===== config.mk =====
export PLATFORM = sky130hd
export DESIGN_NAME = assf_status
export DESIGN_NICKNAME = d
export VERILOG_FILES = /design/src/assf_tx_shifter.v /design/src/assf_status.v
export VERILOG_INCLUDE_DIRS = /design/src
export SDC_FILE = /design/constraint.sdc
export NUM_CORES = 1
export LEC_CHECK = 0
export ABC_CLOCK_PERIOD_IN_PS = 6800
export BUFFER_PORTS_ARGS = -buffer_cell sky130_fd_sc_hd__buf_4
export CORE_ASPECT_RATIO = 0.75
export CORE_UTILIZATION = 60
export CTS_CLUSTER_DIAMETER = 80
export DETAILED_ROUTE_END_ITERATION = 7
export GPL_TIMING_DRIVEN = 0
export PLACE_DENSITY = 0.86
export SLEW_MARGIN = 15
export SYNTH_ARGS = -nofsm -noshare
export SYNTH_HDL_FRONTEND = slang
export SYNTH_HIERARCHICAL = 1
export SYNTH_SLANG_ARGS = --single-unit

===== constraint.sdc =====
create_clock -name clk -period 6.8 [get_ports clk]
set_clock_uncertainty 0.15 [all_clocks]
set_input_delay 0.68 -clock clk [delete_from_list [all_inputs] [get_ports clk]]
set_output_delay 0.68 -clock clk [all_outputs]
set_load 0.01 [all_outputs]

===== src/assf_defines.vh =====
// Register offsets, field positions, reset values and timing counts for the serial status flag block
`ifndef ASSF_DEFINES_VH
`define ASSF_DEFINES_VH
// ==========================================================
// Register byte offsets
`define ASSF_CTRL_OFS 12'h000
`define ASSF_STAT_OFS 12'h004
`define ASSF_TXD_OFS 12'h008
`define ASSF_RXD_OFS 12'h00C
// ==========================================================
// Control fields
`define ASSF_CTRL_TXEN 0
`define ASSF_CTRL_TXEIE 1
`define ASSF_CTRL_TXCIE 2
`define ASSF_CTRL_RXFIE 3
`define ASSF_CTRL_IDLIE 4
`define ASSF_CTRL_RST 32'h00000000
// ==========================================================
// Status fields
`define ASSF_STAT_TXE 0
`define ASSF_STAT_TXC 1
`define ASSF_STAT_RXF 2
`define ASSF_STAT_OVR 3
`define ASSF_STAT_NSE 4
`define ASSF_STAT_FRM 5
`define ASSF_STAT_IDL 6
`define ASSF_STAT_TXACT 7
// ==========================================================
// Timing
`define ASSF_BIT_CYCLES 16
`define ASSF_CHAR_BITS 10
`endif


===== src/assf_tx_shifter.v =====
// Transmit shifter for the serial status flag block
`include "assf_defines.vh"
`timescale 1ns/1ps
`default_nettype none
module assf_tx_shifter #(
    parameter BIT_CYCLES = `ASSF_BIT_CYCLES
)(
    input wire clk, // Clock
    input wire rst, // Async reset, high
    input wire ce, // Clock enable
    input wire start, // Load and start a character
    input wire [7:0] data, // Character to send
    output reg busy, // Character in progress
    output reg done, // One-cycle pulse at stop bit end
    output reg txd // Serial output
);
    reg [8:0] shreg;
    reg [3:0] bitcnt;
    reg [15:0] divcnt;
    // ==========================================================
    // Shift out start, eight data bits and stop, LSB first
    always @(posedge clk or posedge rst)
    begin
        if (rst)
        begin
            busy <= 1'b0; // RQ6
            done <= 1'b0;
            txd <= 1'b1;
            shreg <= 9'h1FF;
            bitcnt <= 4'h0;
            divcnt <= 16'h0000;
        end
        else if (ce)
        begin
            done <= 1'b0;
            if (!busy)
            begin
                if (start)
                begin
                    busy <= 1'b1;
                    txd <= 1'b0;
                    shreg <= {1'b1, data};
                    bitcnt <= 4'h0;
                    divcnt <= 16'h0000;
                end
            end
            else if (divcnt == BIT_CYCLES - 1)
            begin
                divcnt <= 16'h0000;
                if (bitcnt == 4'h9)
                begin
                    busy <= 1'b0;
                    done <= 1'b1;
                end
                else
                begin
                    txd <= shreg[0];
                    shreg <= {1'b1, shreg[8:1]};
                    bitcnt <= bitcnt + 4'h1;
                end
            end
            else
                divcnt <= divcnt + 16'h0001;
        end
    end
endmodule // assf_tx_shifter
`default_nettype wire


===== src/assf_status.v =====
// Status flags, interrupt request and APB registers of the async serial unit
// Contract
// (RQ1) Enabling the transmitter sets transmit-empty and transmit-complete flags.
// (RQ2) Transmit-empty means queue has room; irq while flag and mask set.
// (RQ3) Transmit-complete means queue drained; irq while flag and mask set. txc sets at every sh_done, even with a character still pending.
// (RQ4) Hardware sets flags, software clears them through its normal accesses.
// (RQ5) Clearing enable finishes the character being shifted first.
// (RQ6) Only reset aborts the transmitter immediately.
// (RQ7) Disable while idle returns pin to port use, on bit clock.
// (RQ8) Disable mid-character finishes it, drops queue, then releases pin.
// (RQ9) After last character following disable, both transmit flags set.
// (RQ10) Five receive flags readable; full, overrun, idle may interrupt.
// (RQ11) Receive-full sets when a character moves into the receive register.
// (RQ12) On overrun keep old character, drop new, set overrun not full.
// (RQ13) Noise and framing flags describe held character, never interrupt.
// (RQ14) Line idle after one full character time at logic 1.
// (RQ15) Idle flag sets only on busy-to-idle transition.
// (RQ16) All enabled sources combine onto one interrupt line.
`include "assf_defines.vh"
`timescale 1ns/1ps
`default_nettype none
module assf_status #(
    parameter BIT_CYCLES = `ASSF_BIT_CYCLES,
    parameter CHAR_BITS = `ASSF_CHAR_BITS
)(
    input wire clk, // Clock, 250 MHz
    input wire rst, // Async reset, high
    input wire ce, // Clock enable
    input wire psel, // APB select
    input wire penable, // APB enable
    input wire pwrite, // APB direction
    input wire [11:0] paddr, // APB byte address
    input wire [31:0] pwdata, // APB write data
    output wire pready, // APB ready
    output reg [31:0] prdata, // APB read data
    output wire pslverr, // APB error
    input wire rx_char_valid, // Receive shifter has a character, one-cycle pulse
    input wire [7:0] rx_char_data, // Received character
    input wire rx_char_noise, // Noise seen on that character
    input wire rx_char_frame, // Stop bit was low
    input wire rxd, // Receive line level
    output wire txd_out, // Transmit pin value
    output wire txd_oe, // High while the unit owns the pin
    output wire irq // Combined interrupt request
);
    // ==========================================================
    // Bus decode
    wire acc = psel & penable & ce;
    wire wr = acc & pwrite;
    wire rd = acc & ~pwrite;
    wire hit_ctrl = (paddr == `ASSF_CTRL_OFS);
    wire hit_stat = (paddr == `ASSF_STAT_OFS);
    wire hit_txd = (paddr == `ASSF_TXD_OFS);
    wire hit_rxd = (paddr == `ASSF_RXD_OFS);
    wire mapped = hit_ctrl | hit_stat | hit_txd | hit_rxd;
    // Zero-wait slave; unmapped addresses answer with an error
    assign pready = 1'b1;
    assign pslverr = psel & penable & ~mapped;

    reg [4:0] ctrl;
    reg txe, txc, rxf, ovr, nse, frm, idl;
    reg [7:0] tx_hold;
    reg tx_pend;
    reg [7:0] rx_data;
    reg stat_seen;
    reg pin_own;
    wire tx_en = ctrl[`ASSF_CTRL_TXEN];
    wire sh_busy, sh_done, sh_txd;
    wire sh_start = tx_en & tx_pend & ~sh_busy;

    // ==========================================================
    // Control register
    always @(posedge clk or posedge rst)
    begin
        if (rst)
            ctrl <= 5'h00;
        else if (wr && hit_ctrl)
            ctrl <= pwdata[4:0];
    end

    // Status read marks the first step of each clearing sequence
    always @(posedge clk or posedge rst)
    begin
        if (rst)
            stat_seen <= 1'b0;
        else if (rd && hit_stat)
            stat_seen <= 1'b1;
        else if (acc && (hit_txd || hit_rxd))
            stat_seen <= 1'b0;
    end

    // ==========================================================
    // Transmit queue and flags
    wire en_rise = wr & hit_ctrl & pwdata[`ASSF_CTRL_TXEN] & ~tx_en;
    wire txd_wr = wr & hit_txd;
    wire clr_tx = txd_wr & stat_seen; // RQ4
    always @(posedge clk or posedge rst)
    begin
        if (rst)
        begin
            // Reset kills any character at once RQ6
            txe <= 1'b0;
            txc <= 1'b0;
            tx_pend <= 1'b0;
            tx_hold <= 8'h00;
        end
        else if (ce)
        begin
            if (txd_wr)
            begin
                tx_hold <= pwdata[7:0];
                tx_pend <= 1'b1;
            end
            else if (sh_start)
                tx_pend <= 1'b0;
            else if (!tx_en && !sh_busy)
                tx_pend <= 1'b0; // RQ8
            // Set wins over clear for both flags
            if (en_rise || sh_start || sh_done)
                txe <= 1'b1; // RQ1 RQ2 RQ9
            else if (clr_tx)
                txe <= 1'b0;
            if (en_rise || sh_done)
                txc <= 1'b1; // RQ1 RQ3 RQ9
            else if (clr_tx)
                txc <= 1'b0;
        end
    end

    // ==========================================================
    // Free-running bit-rate tick; the pin is handed back on it so the
    // port sees the switch at a bit boundary, never in mid-bit
    reg [15:0] bit_div;
    wire bit_tick = (bit_div == BIT_CYCLES - 1);
    always @(posedge clk or posedge rst)
    begin
        if (rst)
            bit_div <= 16'h0000;
        else if (ce)
        begin
            if (bit_tick)
                bit_div <= 16'h0000;
            else
                bit_div <= bit_div + 16'h0001;
        end
    end

    // ==========================================================
    // Pin ownership follows the shifter so disable never truncates a character
    always @(posedge clk or posedge rst)
    begin
        if (rst)
            pin_own <= 1'b0;
        else if (ce)
        begin
            if (tx_en)
                pin_own <= 1'b1;
            else if (!sh_busy && !tx_pend && bit_tick)
                pin_own <= 1'b0; // RQ5 RQ7 RQ8
        end
    end
    assign txd_oe = pin_own;
    assign txd_out = pin_own ? sh_txd : 1'b1;

    assf_tx_shifter #(.BIT_CYCLES(BIT_CYCLES)) u_shift (
        .clk(clk),
        .rst(rst),
        .ce(ce),
        .start(sh_start),
        .data(tx_hold),
        .busy(sh_busy),
        .done(sh_done),
        .txd(sh_txd)
    );

    // ==========================================================
    // Receive register and flags
    wire rxd_rd = rd & hit_rxd;
    wire clr_rx = rxd_rd & stat_seen; // RQ4
    always @(posedge clk or posedge rst)
    begin
        if (rst)
        begin
            rx_data <= 8'h00;
            rxf <= 1'b0;
            ovr <= 1'b0;
            nse <= 1'b0;
            frm <= 1'b0;
        end
        else if (ce)
        begin
            if (rx_char_valid && rxf && !clr_rx)
                ovr <= 1'b1; // RQ12
            else if (clr_rx)
                ovr <= 1'b0;
            if (rx_char_valid && (!rxf || clr_rx))
            begin
                // New character and its quality flags move in together RQ11 RQ13
                rx_data <= rx_char_data;
                rxf <= 1'b1;
                nse <= rx_char_noise;
                frm <= rx_char_frame;
            end
            else if (clr_rx)
            begin
                rxf <= 1'b0;
                nse <= 1'b0;
                frm <= 1'b0;
            end
        end
    end

    // ==========================================================
    // Idle line detection over one character time
    localparam IDLE_CYCLES = BIT_CYCLES * CHAR_BITS;
    reg [19:0] idle_cnt;
    reg line_busy;
    always @(posedge clk or posedge rst)
    begin
        if (rst)
        begin
            idle_cnt <= 20'h00000;
            line_busy <= 1'b0;
            idl <= 1'b0;
        end
        else if (ce)
        begin
            if (!rxd)
            begin
                idle_cnt <= 20'h00000;
                line_busy <= 1'b1;
            end
            else if (idle_cnt != IDLE_CYCLES - 1)
                idle_cnt <= idle_cnt + 20'h00001; // RQ14
            if (rxd && line_busy && idle_cnt == IDLE_CYCLES - 1)
            begin
                line_busy <= 1'b0;
                idl <= 1'b1; // RQ15
            end
            else if (clr_rx)
                idl <= 1'b0;
        end
    end

    // ==========================================================
    // Interrupt combine; noise and framing stay out RQ10 RQ13
    assign irq = (txe & ctrl[`ASSF_CTRL_TXEIE]) // RQ2
        | (txc & ctrl[`ASSF_CTRL_TXCIE]) // RQ3
        | ((rxf | ovr) & ctrl[`ASSF_CTRL_RXFIE])
        | (idl & ctrl[`ASSF_CTRL_IDLIE]); // RQ16

    // ==========================================================
    // Read data, registered in the setup cycle
    always @(posedge clk or posedge rst)
    begin
        if (rst)
            prdata <= 32'h00000000;
        else if (ce && psel && !penable && !pwrite)
        begin
            if (paddr == `ASSF_CTRL_OFS)
                prdata <= {27'h0000000, ctrl};
            else if (paddr == `ASSF_STAT_OFS)
                prdata <= {24'h000000, sh_busy, idl, frm, nse, ovr, rxf, txc, txe}; // RQ10
            else if (paddr == `ASSF_RXD_OFS)
                prdata <= {24'h000000, rx_data};
            else
                prdata <= 32'h00000000;
        end
    end
endmodule // assf_status
`default_nettype wire


==> reports/qor.yml, run 1 <==
run_status: "finished with violations"
failed_checks: "design-rule violations"
worst_pin_slew_ps: 865
dp_hpwl_mm: 8.35
synthDistinctLibCells: 69
antenna_found_initial: 0
grt_max_degree: 58
drc: 4
synth-edff-count: 0
hold_path.class: "input pin to async pin"
start_kind: "input pin"
synth_top_area_share_pct: 45.1
ys_ff_latch: 107
ys.flop_type: "dfrtp_1"
cts_buffer_depth: 2
die_w_um: 112
drt_iter0_drc: 425
finalInstanceArea_sq_um: 6400
area_delta_synth_final_pct: 17.8
cellLeakagePower_uw: 0.00295
critPathTopFamily: "simple AND/OR/NAND/NOR gates"
worstPathRequired_ps: 5970
period_needed_ps: 2990
final-setup-viol-count: 0
pin_count: 99
register_area_sq_um: 2690
final_nets: 679
crit_slowest_cell: "or4_4"
ys_top_cells_by_area: "dfrtp_1, mux2_2, dfstp_2"
timing_hold_violations_final: 0
critPathMaxStageDelay_ps: 530
drt_wl_total_mm: 12.1
numCtsBuffers: 9
end_kind: "output pin"
crit_type: "input pin to output pin"
die_h_um: 84.4
final_antenna_net_count: 0
dieArea_sq_um: 9450
root_buffer: "clkbuf_16"
htreeDepth: 3
yosysWarnings: 6
async_flop_share_pct: 100
core_area_sq_um: 8640
path_clk_slew_ps: 70
port-buffer-count: 47
ys_seq_area_share_pct: 49.5
rows: 29
path_buf_inv: 3
arrival_ps: 2160
max_slew_margin_pct: 41.8
totalNegativeSetupSlack_ps: 0
yosys.area.top_type: "dfrtp_1"
gp_congestion: 0.882
max_freq_ghz: 0.335
path_max_fanout: 8
ir_worst_vdd_mv: 0.191
grt-ovfl-total: 0
dpl_cell_area_sq_um: 6040
rsz0062_at_grt: "no"
grt_util_all_layers_pct: 27.5
cts_tree: "yes"
layout-drive-gt1-share_pct: 23.3
dr_total_vias: 4370
multi_input_area_sq_um: 2500
clock_latency_ps: 350
initial_utilization_pct: 62.9
wl_per_cell_um: 16.7
grt_pass1_wl_mm: 20.4
grt_pass1_vias: 4201
fin_crit_sh_pct: 43.9
p_per_area_nw_per_um2: 231
cts.sinks: 107
syn_inst: 530
cp_cell_sequence: "buf_4 -> or4_4 -> or3_1 -> buf_6 -> and3_1 -> buf_4"
cts_setup_buffers: 0
drv_slew: 0
ctsResizeCount: 0
fillers: 585
holdBufCountCts: 0
drt_pass1_iterations: 8
synth_area_per_cell_sq_um: 10.3
synth_area_sq_um: 5430
cap_viol_max_count: 0
viasPerCell: 6.03
antenna_cells: 0
cp_common_cell: "buf_4"
==> kinds of logic (layout without fill, tap and decap cells) <==
logic type	count (synthesis)	count (layout)	synth area share [%]
AOI/OAI and AO/OA	82	82	11.0
xor gates and xnor gates	37	37	5.96
adders and majority gates	5	5	1.15
DFF	107	107	49.5
and+or+nand+nor	209	209	20.1
buffers and inverters	58	122	6.10
muxes	30	30	6.03
other	2	25	0.138
==> layout make-up <==
type	count	area share [%]
plain buffers	41	4.18
clock buffers	9	3.52
clock inverters	7	2.17
inverters	17	1.04
multi-input cells	388	39.0
flip-flops and latches	107	42.0
well taps	108	2.11
repair buffers	48	5.94
==> final timing paths <==
path | to | depth (start not counted) | startpoint | slack (ps)
hold / removal | rx_data[0] | 2 | rst | 140
setup / recovery | pslverr | 6 | paddr[5] | 3810
min in group clk | bit_div[7] | 1 | bit_div[7] | 340
setup reg to reg | u_shift/shreg[6] | 6 | u_shift/divcnt[5] | 4150
hold reg to reg | bit_div[7] | 1 | bit_div[7] | 340
max in group asynchronous | u_shift/bitcnt[1] | 2 | rst | 5800
==> synth_stat cells (4+ instances only) <==
master,instances
a211oi_1,4
a21oi_1,11
a221o_1,5
a221oi_1,5
a31oi_1,5
and3_1,10
buf_4,26
clkbuf_1,10
dfrtp_1,98
dfstp_2,9
ha_1,5
inv_1,16
mux2_2,22
mux2i_1,8
nand2_1,44
nand2b_1,7
nand3_1,26
nand4_1,10
nor2_1,58
nor3_1,11
nor4_1,13
o21ai_0,9
o21ai_1,5
o22ai_1,8
or4_1,7
xnor2_1,27
xor2_1,10
==> state kept, by name, indices dropped and copies added (netlist names), 4 cells and up <==
register        cells
u_shift/shreg       8
u_shift/divcnt     16
bit_div            16
tx_hold             8
u_shift/bitcnt      4
ctrl                5
prdata              8
rx_data             8
idle_cnt           20
==> layout by cell type, fill, tap and decap left out, types with 4 or more instances in the layout <==
cell	instances
dfrtp_1	98
dfstp_2	9
mux2_2	22
nand2_1	44
nand2b_1	7
nand3_1	26
ha_1	5
inv_1	14
mux2i_1	8
clkbuf_1	10
nor2_1	58
a21oi_1	11
xor2_1	10
o22ai_1	8
a221oi_1	5
o21ai_1	5
conb_1	25
nor3_1	11
a221o_1	5
nand4_1	10
o21ai_0	9
nor4_1	13
bufinv_16	4
and3_1	10
clkbuf_16	9
a211oi_1	4
buf_4	73
a31oi_1	5
or4_1	7
xnor2_1	27
==> layer usage <==
layer | share of wire (%) | GRT usage (%)
met1 | 43 | 37.0
met2 | 48 | 44.3
met3 | 7.2 | 5.78
met4 | 2.1 | 9.95
met5 | 0 | 0
==> stage by stage <==
| step | worst slack [ps] | total power, uW | std cells | util (%) | hold slack (ps) |
|---|---|---|---|---|---|
| after floorplan | 4030 | 803 | 553 | - | 296 |
| after global placement | 3210 | 842 | 708 | 69.6 | 310 |
| after global routing | 3770 | 1530 | 725 | 74.1 | 153 |
| final | 3810 | 1480 | 725 | 74.1 | 136 |
| after CTS | 3810 | 1480 | 725 | 74.1 | 140 |
| after detailed placement | 3740 | 852 | 709 | 69.9 | 322 |
==> report_power, final <==
part	leakage, uW	internal (uW)	switching, uW
Combinational	0.00137	65.0	73.2
Clock	0.000180	397	235
Sequential	0.00140	670	36.6
Total	0.00295	1130	345
(Power assumes the default switching activity.)
==> inputs of run 2 (changes only) <==
--- a/config.mk
+++ b/config.mk
@@ -6,14 +6,14 @@
 export SDC_FILE = /design/constraint.sdc
 export NUM_CORES = 1
 export LEC_CHECK = 0
-export ABC_CLOCK_PERIOD_IN_PS = 6800
+export ABC_CLOCK_PERIOD_IN_PS = 2950
 export BUFFER_PORTS_ARGS = -buffer_cell sky130_fd_sc_hd__buf_4
 export CORE_ASPECT_RATIO = 0.75
-export CORE_UTILIZATION = 60
+export CORE_UTILIZATION = 56
 export CTS_CLUSTER_DIAMETER = 80
 export DETAILED_ROUTE_END_ITERATION = 7
 export GPL_TIMING_DRIVEN = 0
-export PLACE_DENSITY = 0.86
+export PLACE_DENSITY = 0.81
 export SLEW_MARGIN = 15
 export SYNTH_ARGS = -nofsm -noshare
 export SYNTH_HDL_FRONTEND = slang
==> constraint.sdc (replaced) <==
create_clock -name clk -period 2.95 [get_ports clk]
set_clock_uncertainty 0.15 [all_clocks]
set_input_delay 0.295 -clock clk [delete_from_list [all_inputs] [get_ports clk]]
set_output_delay 0.295 -clock clk [all_outputs]
set_load 0.01 [all_outputs]
==> run 2 against run 1 <==
The flow now finishes without violations. Clock power grew 100%. Die area up 7.0%. Clock-buffer cell count increased by 2. Wire length grew 1.3%. Non-clock buffer count increased by 1. Register-to-register slack got worse by 3800 ps. Critical path depth unchanged. Final area shrank 0.29%. Sequential power rose by 130%. Largest power group unchanged.
==> reports/qor.yml, run 2 (synthesis results as in run 1) <==
p_per_area_nw_per_um2: 503  # was 231 nW/um^2
port-buffer-count: 47  # unchanged
clock_latency_ps: 350  # about the same
start_kind: "flop"  # was input pin
dr_total_vias: 4377  # was 4370
grt-ovfl-total: 0  # unchanged
cts_buffer_depth: 2  # unchanged
grt_util_all_layers_pct: 26.3  # was 27.5%
setup_ws_ps: 382  # was 3810 ps
critPathMaxStageDelay_ps: 830  # was 530 ps
drc: 0  # was 4
area_delta_synth_final_pct: 17.5  # was 17.8%
path_buf_inv: 0  # was 3
ir_worst_vdd_mv: 0.297  # was 0.191 mV
pre_cts_ws_ps: 136  # was 3740 ps
cap_viol_max_count: 0  # unchanged
reg2reg_from: "ctrl[0]"  # was u_shift/divcnt[5]
max_flop_register: "idle_cnt"  # unchanged
die_w_um: 116  # was 112 um
initial_utilization_pct: 58.8  # was 62.9%
dieArea_sq_um: 10100  # was 9450 sq um
max_freq_ghz: 0.389
root_buffer: "clkbuf_16"  # unchanged
hold_slack_ps: 20.8  # was 136 ps
antenna_cells: 0  # unchanged
crit_type: "flop to flop"  # was input pin to output pin
most-common-layout-cells: "dfrtp_1, buf_4, nor2_1"  # unchanged
min_path_cells: 2
viasPerCell: 5.87  # was 6.03
drt_iter0_drc: 308  # was 425
path_max_fanout: 5  # was 8
largest_reg_flops: 20  # unchanged
max_slew_margin_pct: 41.3  # was 41.8%
holdBufCountCts: 1  # was 0
rows: 30  # was 29
wl_per_cell_um: 16.5  # was 16.7 um
rsz0062_at_grt: "no"  # unchanged
die_h_um: 87.3  # was 84.4 um
cts.sinks: 107  # unchanged
cts_tree: "yes"  # unchanged
final_common_cell: "dfrtp_1"  # unchanged
reg2reg_slack_ps: 380  # was 4150 ps
end_kind: "flop"  # was output pin
antenna_found_initial: 0  # unchanged
path_depth: 6  # unchanged
hold_end: "nse"
cp_cell_sequence: "nand2_1 -> nor2_1 -> o2111ai_1 -> nor4_1 -> a31o_2 -> a21oi_1"  # was buf_4 -> or4_4 -> or3_1 -> buf_6 -> and3_1 -> buf_4
cellLeakagePower_uw: 0.00292  # was 0.00295 uW
final-setup-viol-count: 0  # unchanged
crit_slowest_cell: "nor4_1"  # was or4_4
htreeDepth: 3  # unchanged
gp_congestion: 0.851  # was 0.882
numCtsBuffers: 9  # unchanged
run_status: "completed"  # was finished with violations
grt_max_degree: 58  # unchanged
drv_slew: 0  # unchanged
worstPathRequired_ps: 3030  # was 5970 ps
core_area_sq_um: 9230  # was 8640 sq um
drt_wl_total_mm: 12.3  # was 12.1 mm
ctsResizeCount: 0  # unchanged
final_antenna_net_count: 0  # unchanged
period_needed_ps: 2570
r2r_cells: 6  # unchanged
pin_count: 99  # unchanged
timing_hold_violations_final: 0  # unchanged
drt_pass1_iterations: 5  # was 8
layout-drive-gt1-share_pct: 23.0  # was 23.3%
arrival_ps: 2650  # was 2160 ps
final_nets: 680  # was 679
fin_crit_sh_pct: 87.0
path_clk_slew_ps: 70  # about the same
worstReg2RegEnd: "u_shift/divcnt[15]"  # was u_shift/shreg[6]
grt_pass1_wl_mm: 20.5  # was 20.4 mm
worstHoldStart: "rx_char_noise"
largest_registers: "idle_cnt (20), bit_div (16), u_shift/divcnt (16)"  # unchanged
cts_setup_buffers: 0  # unchanged
hold_path.class: "input pin to flop"  # was input pin to async pin
grt_pass1_vias: 4198  # was 4201
worst_pin_slew_ps: 873  # was 865 ps
critPathTopFamily: "simple AND/OR/NAND/NOR gates"  # unchanged
dp_hpwl_mm: 8.74  # was 8.35 mm
==> run 2: changes by cell type in the layout (fill, tap and decap cells not counted) <==
cell and delta:
clkbuf_1 +2, inv_6 -1, dlygate4sd3_1 +1, bufinv_16 -2, clkinvlp_4 +1
==> run 2: routing by layer <==
layer / routed length (um) / GRT usage [%]
met1: 5540 / 37.3
met2: 5790 / 41.5
met3: 821 / 5.50
met4: 137 / 6.64
met5: 0 / 0
==> run 2: final cells by class <==
cell class	instances	area, sq um
timing repair buffer	49	390
sequential	107	2690
clock inverter	5	77.6
tap	128	160
multi-input combinational	388	2500
fill	688	2850
inverter	17	66.3
buffer	41	268
clock buffer	11	233
==> run 2: how the worst max path moves through the flow <==
stage                      start                 end  slack, ps
CTS                      ctrl[0]  u_shift/divcnt[15]        410
finish                   ctrl[0]  u_shift/divcnt[15]        380
detailed placement            ce          rx_data[4]        140
global route        u_shift/busy  u_shift/divcnt[15]        160
global placement             rst        idle_cnt[15]       -240
floorplan                    rst          bit_div[0]        570
==> run 2: where the power goes <==
group / total (uW) / switching [uW] / internal, uW / leakage [uW]
registers: 1630 / 83.3 / 1540 / 0.00140
logic: 321 / 170 / 150 / 0.00138
clock network: 1270 / 523 / 742 / 0.000150
total: 3210 / 777 / 2440 / 0.00292
==> run 2: stage by stage <==
stage          area (sq um)  power, uW  instances  setup TNS (ps)  utilization [%]
2_1_floorplan          5520       1850        553               0                -
3_3_place_gp           6030       1940        728          -18080             65.3
3_5_place_dp           6060       1970        729               0             65.7
4_1_cts                6380       3220        746               0             69.1
5_1_grt                6380       3330        746               0             69.1
6_report               6380       3210        746               0             69.1
==> run 2: worst register-to-register path: stages (launching register included) <==
cell,delay (ps)
dfrtp_1,420
nand2_1,70
nor2_1,350
o2111ai_1,300
nor4_1,830
a31o_2,270
a21oi_1,60
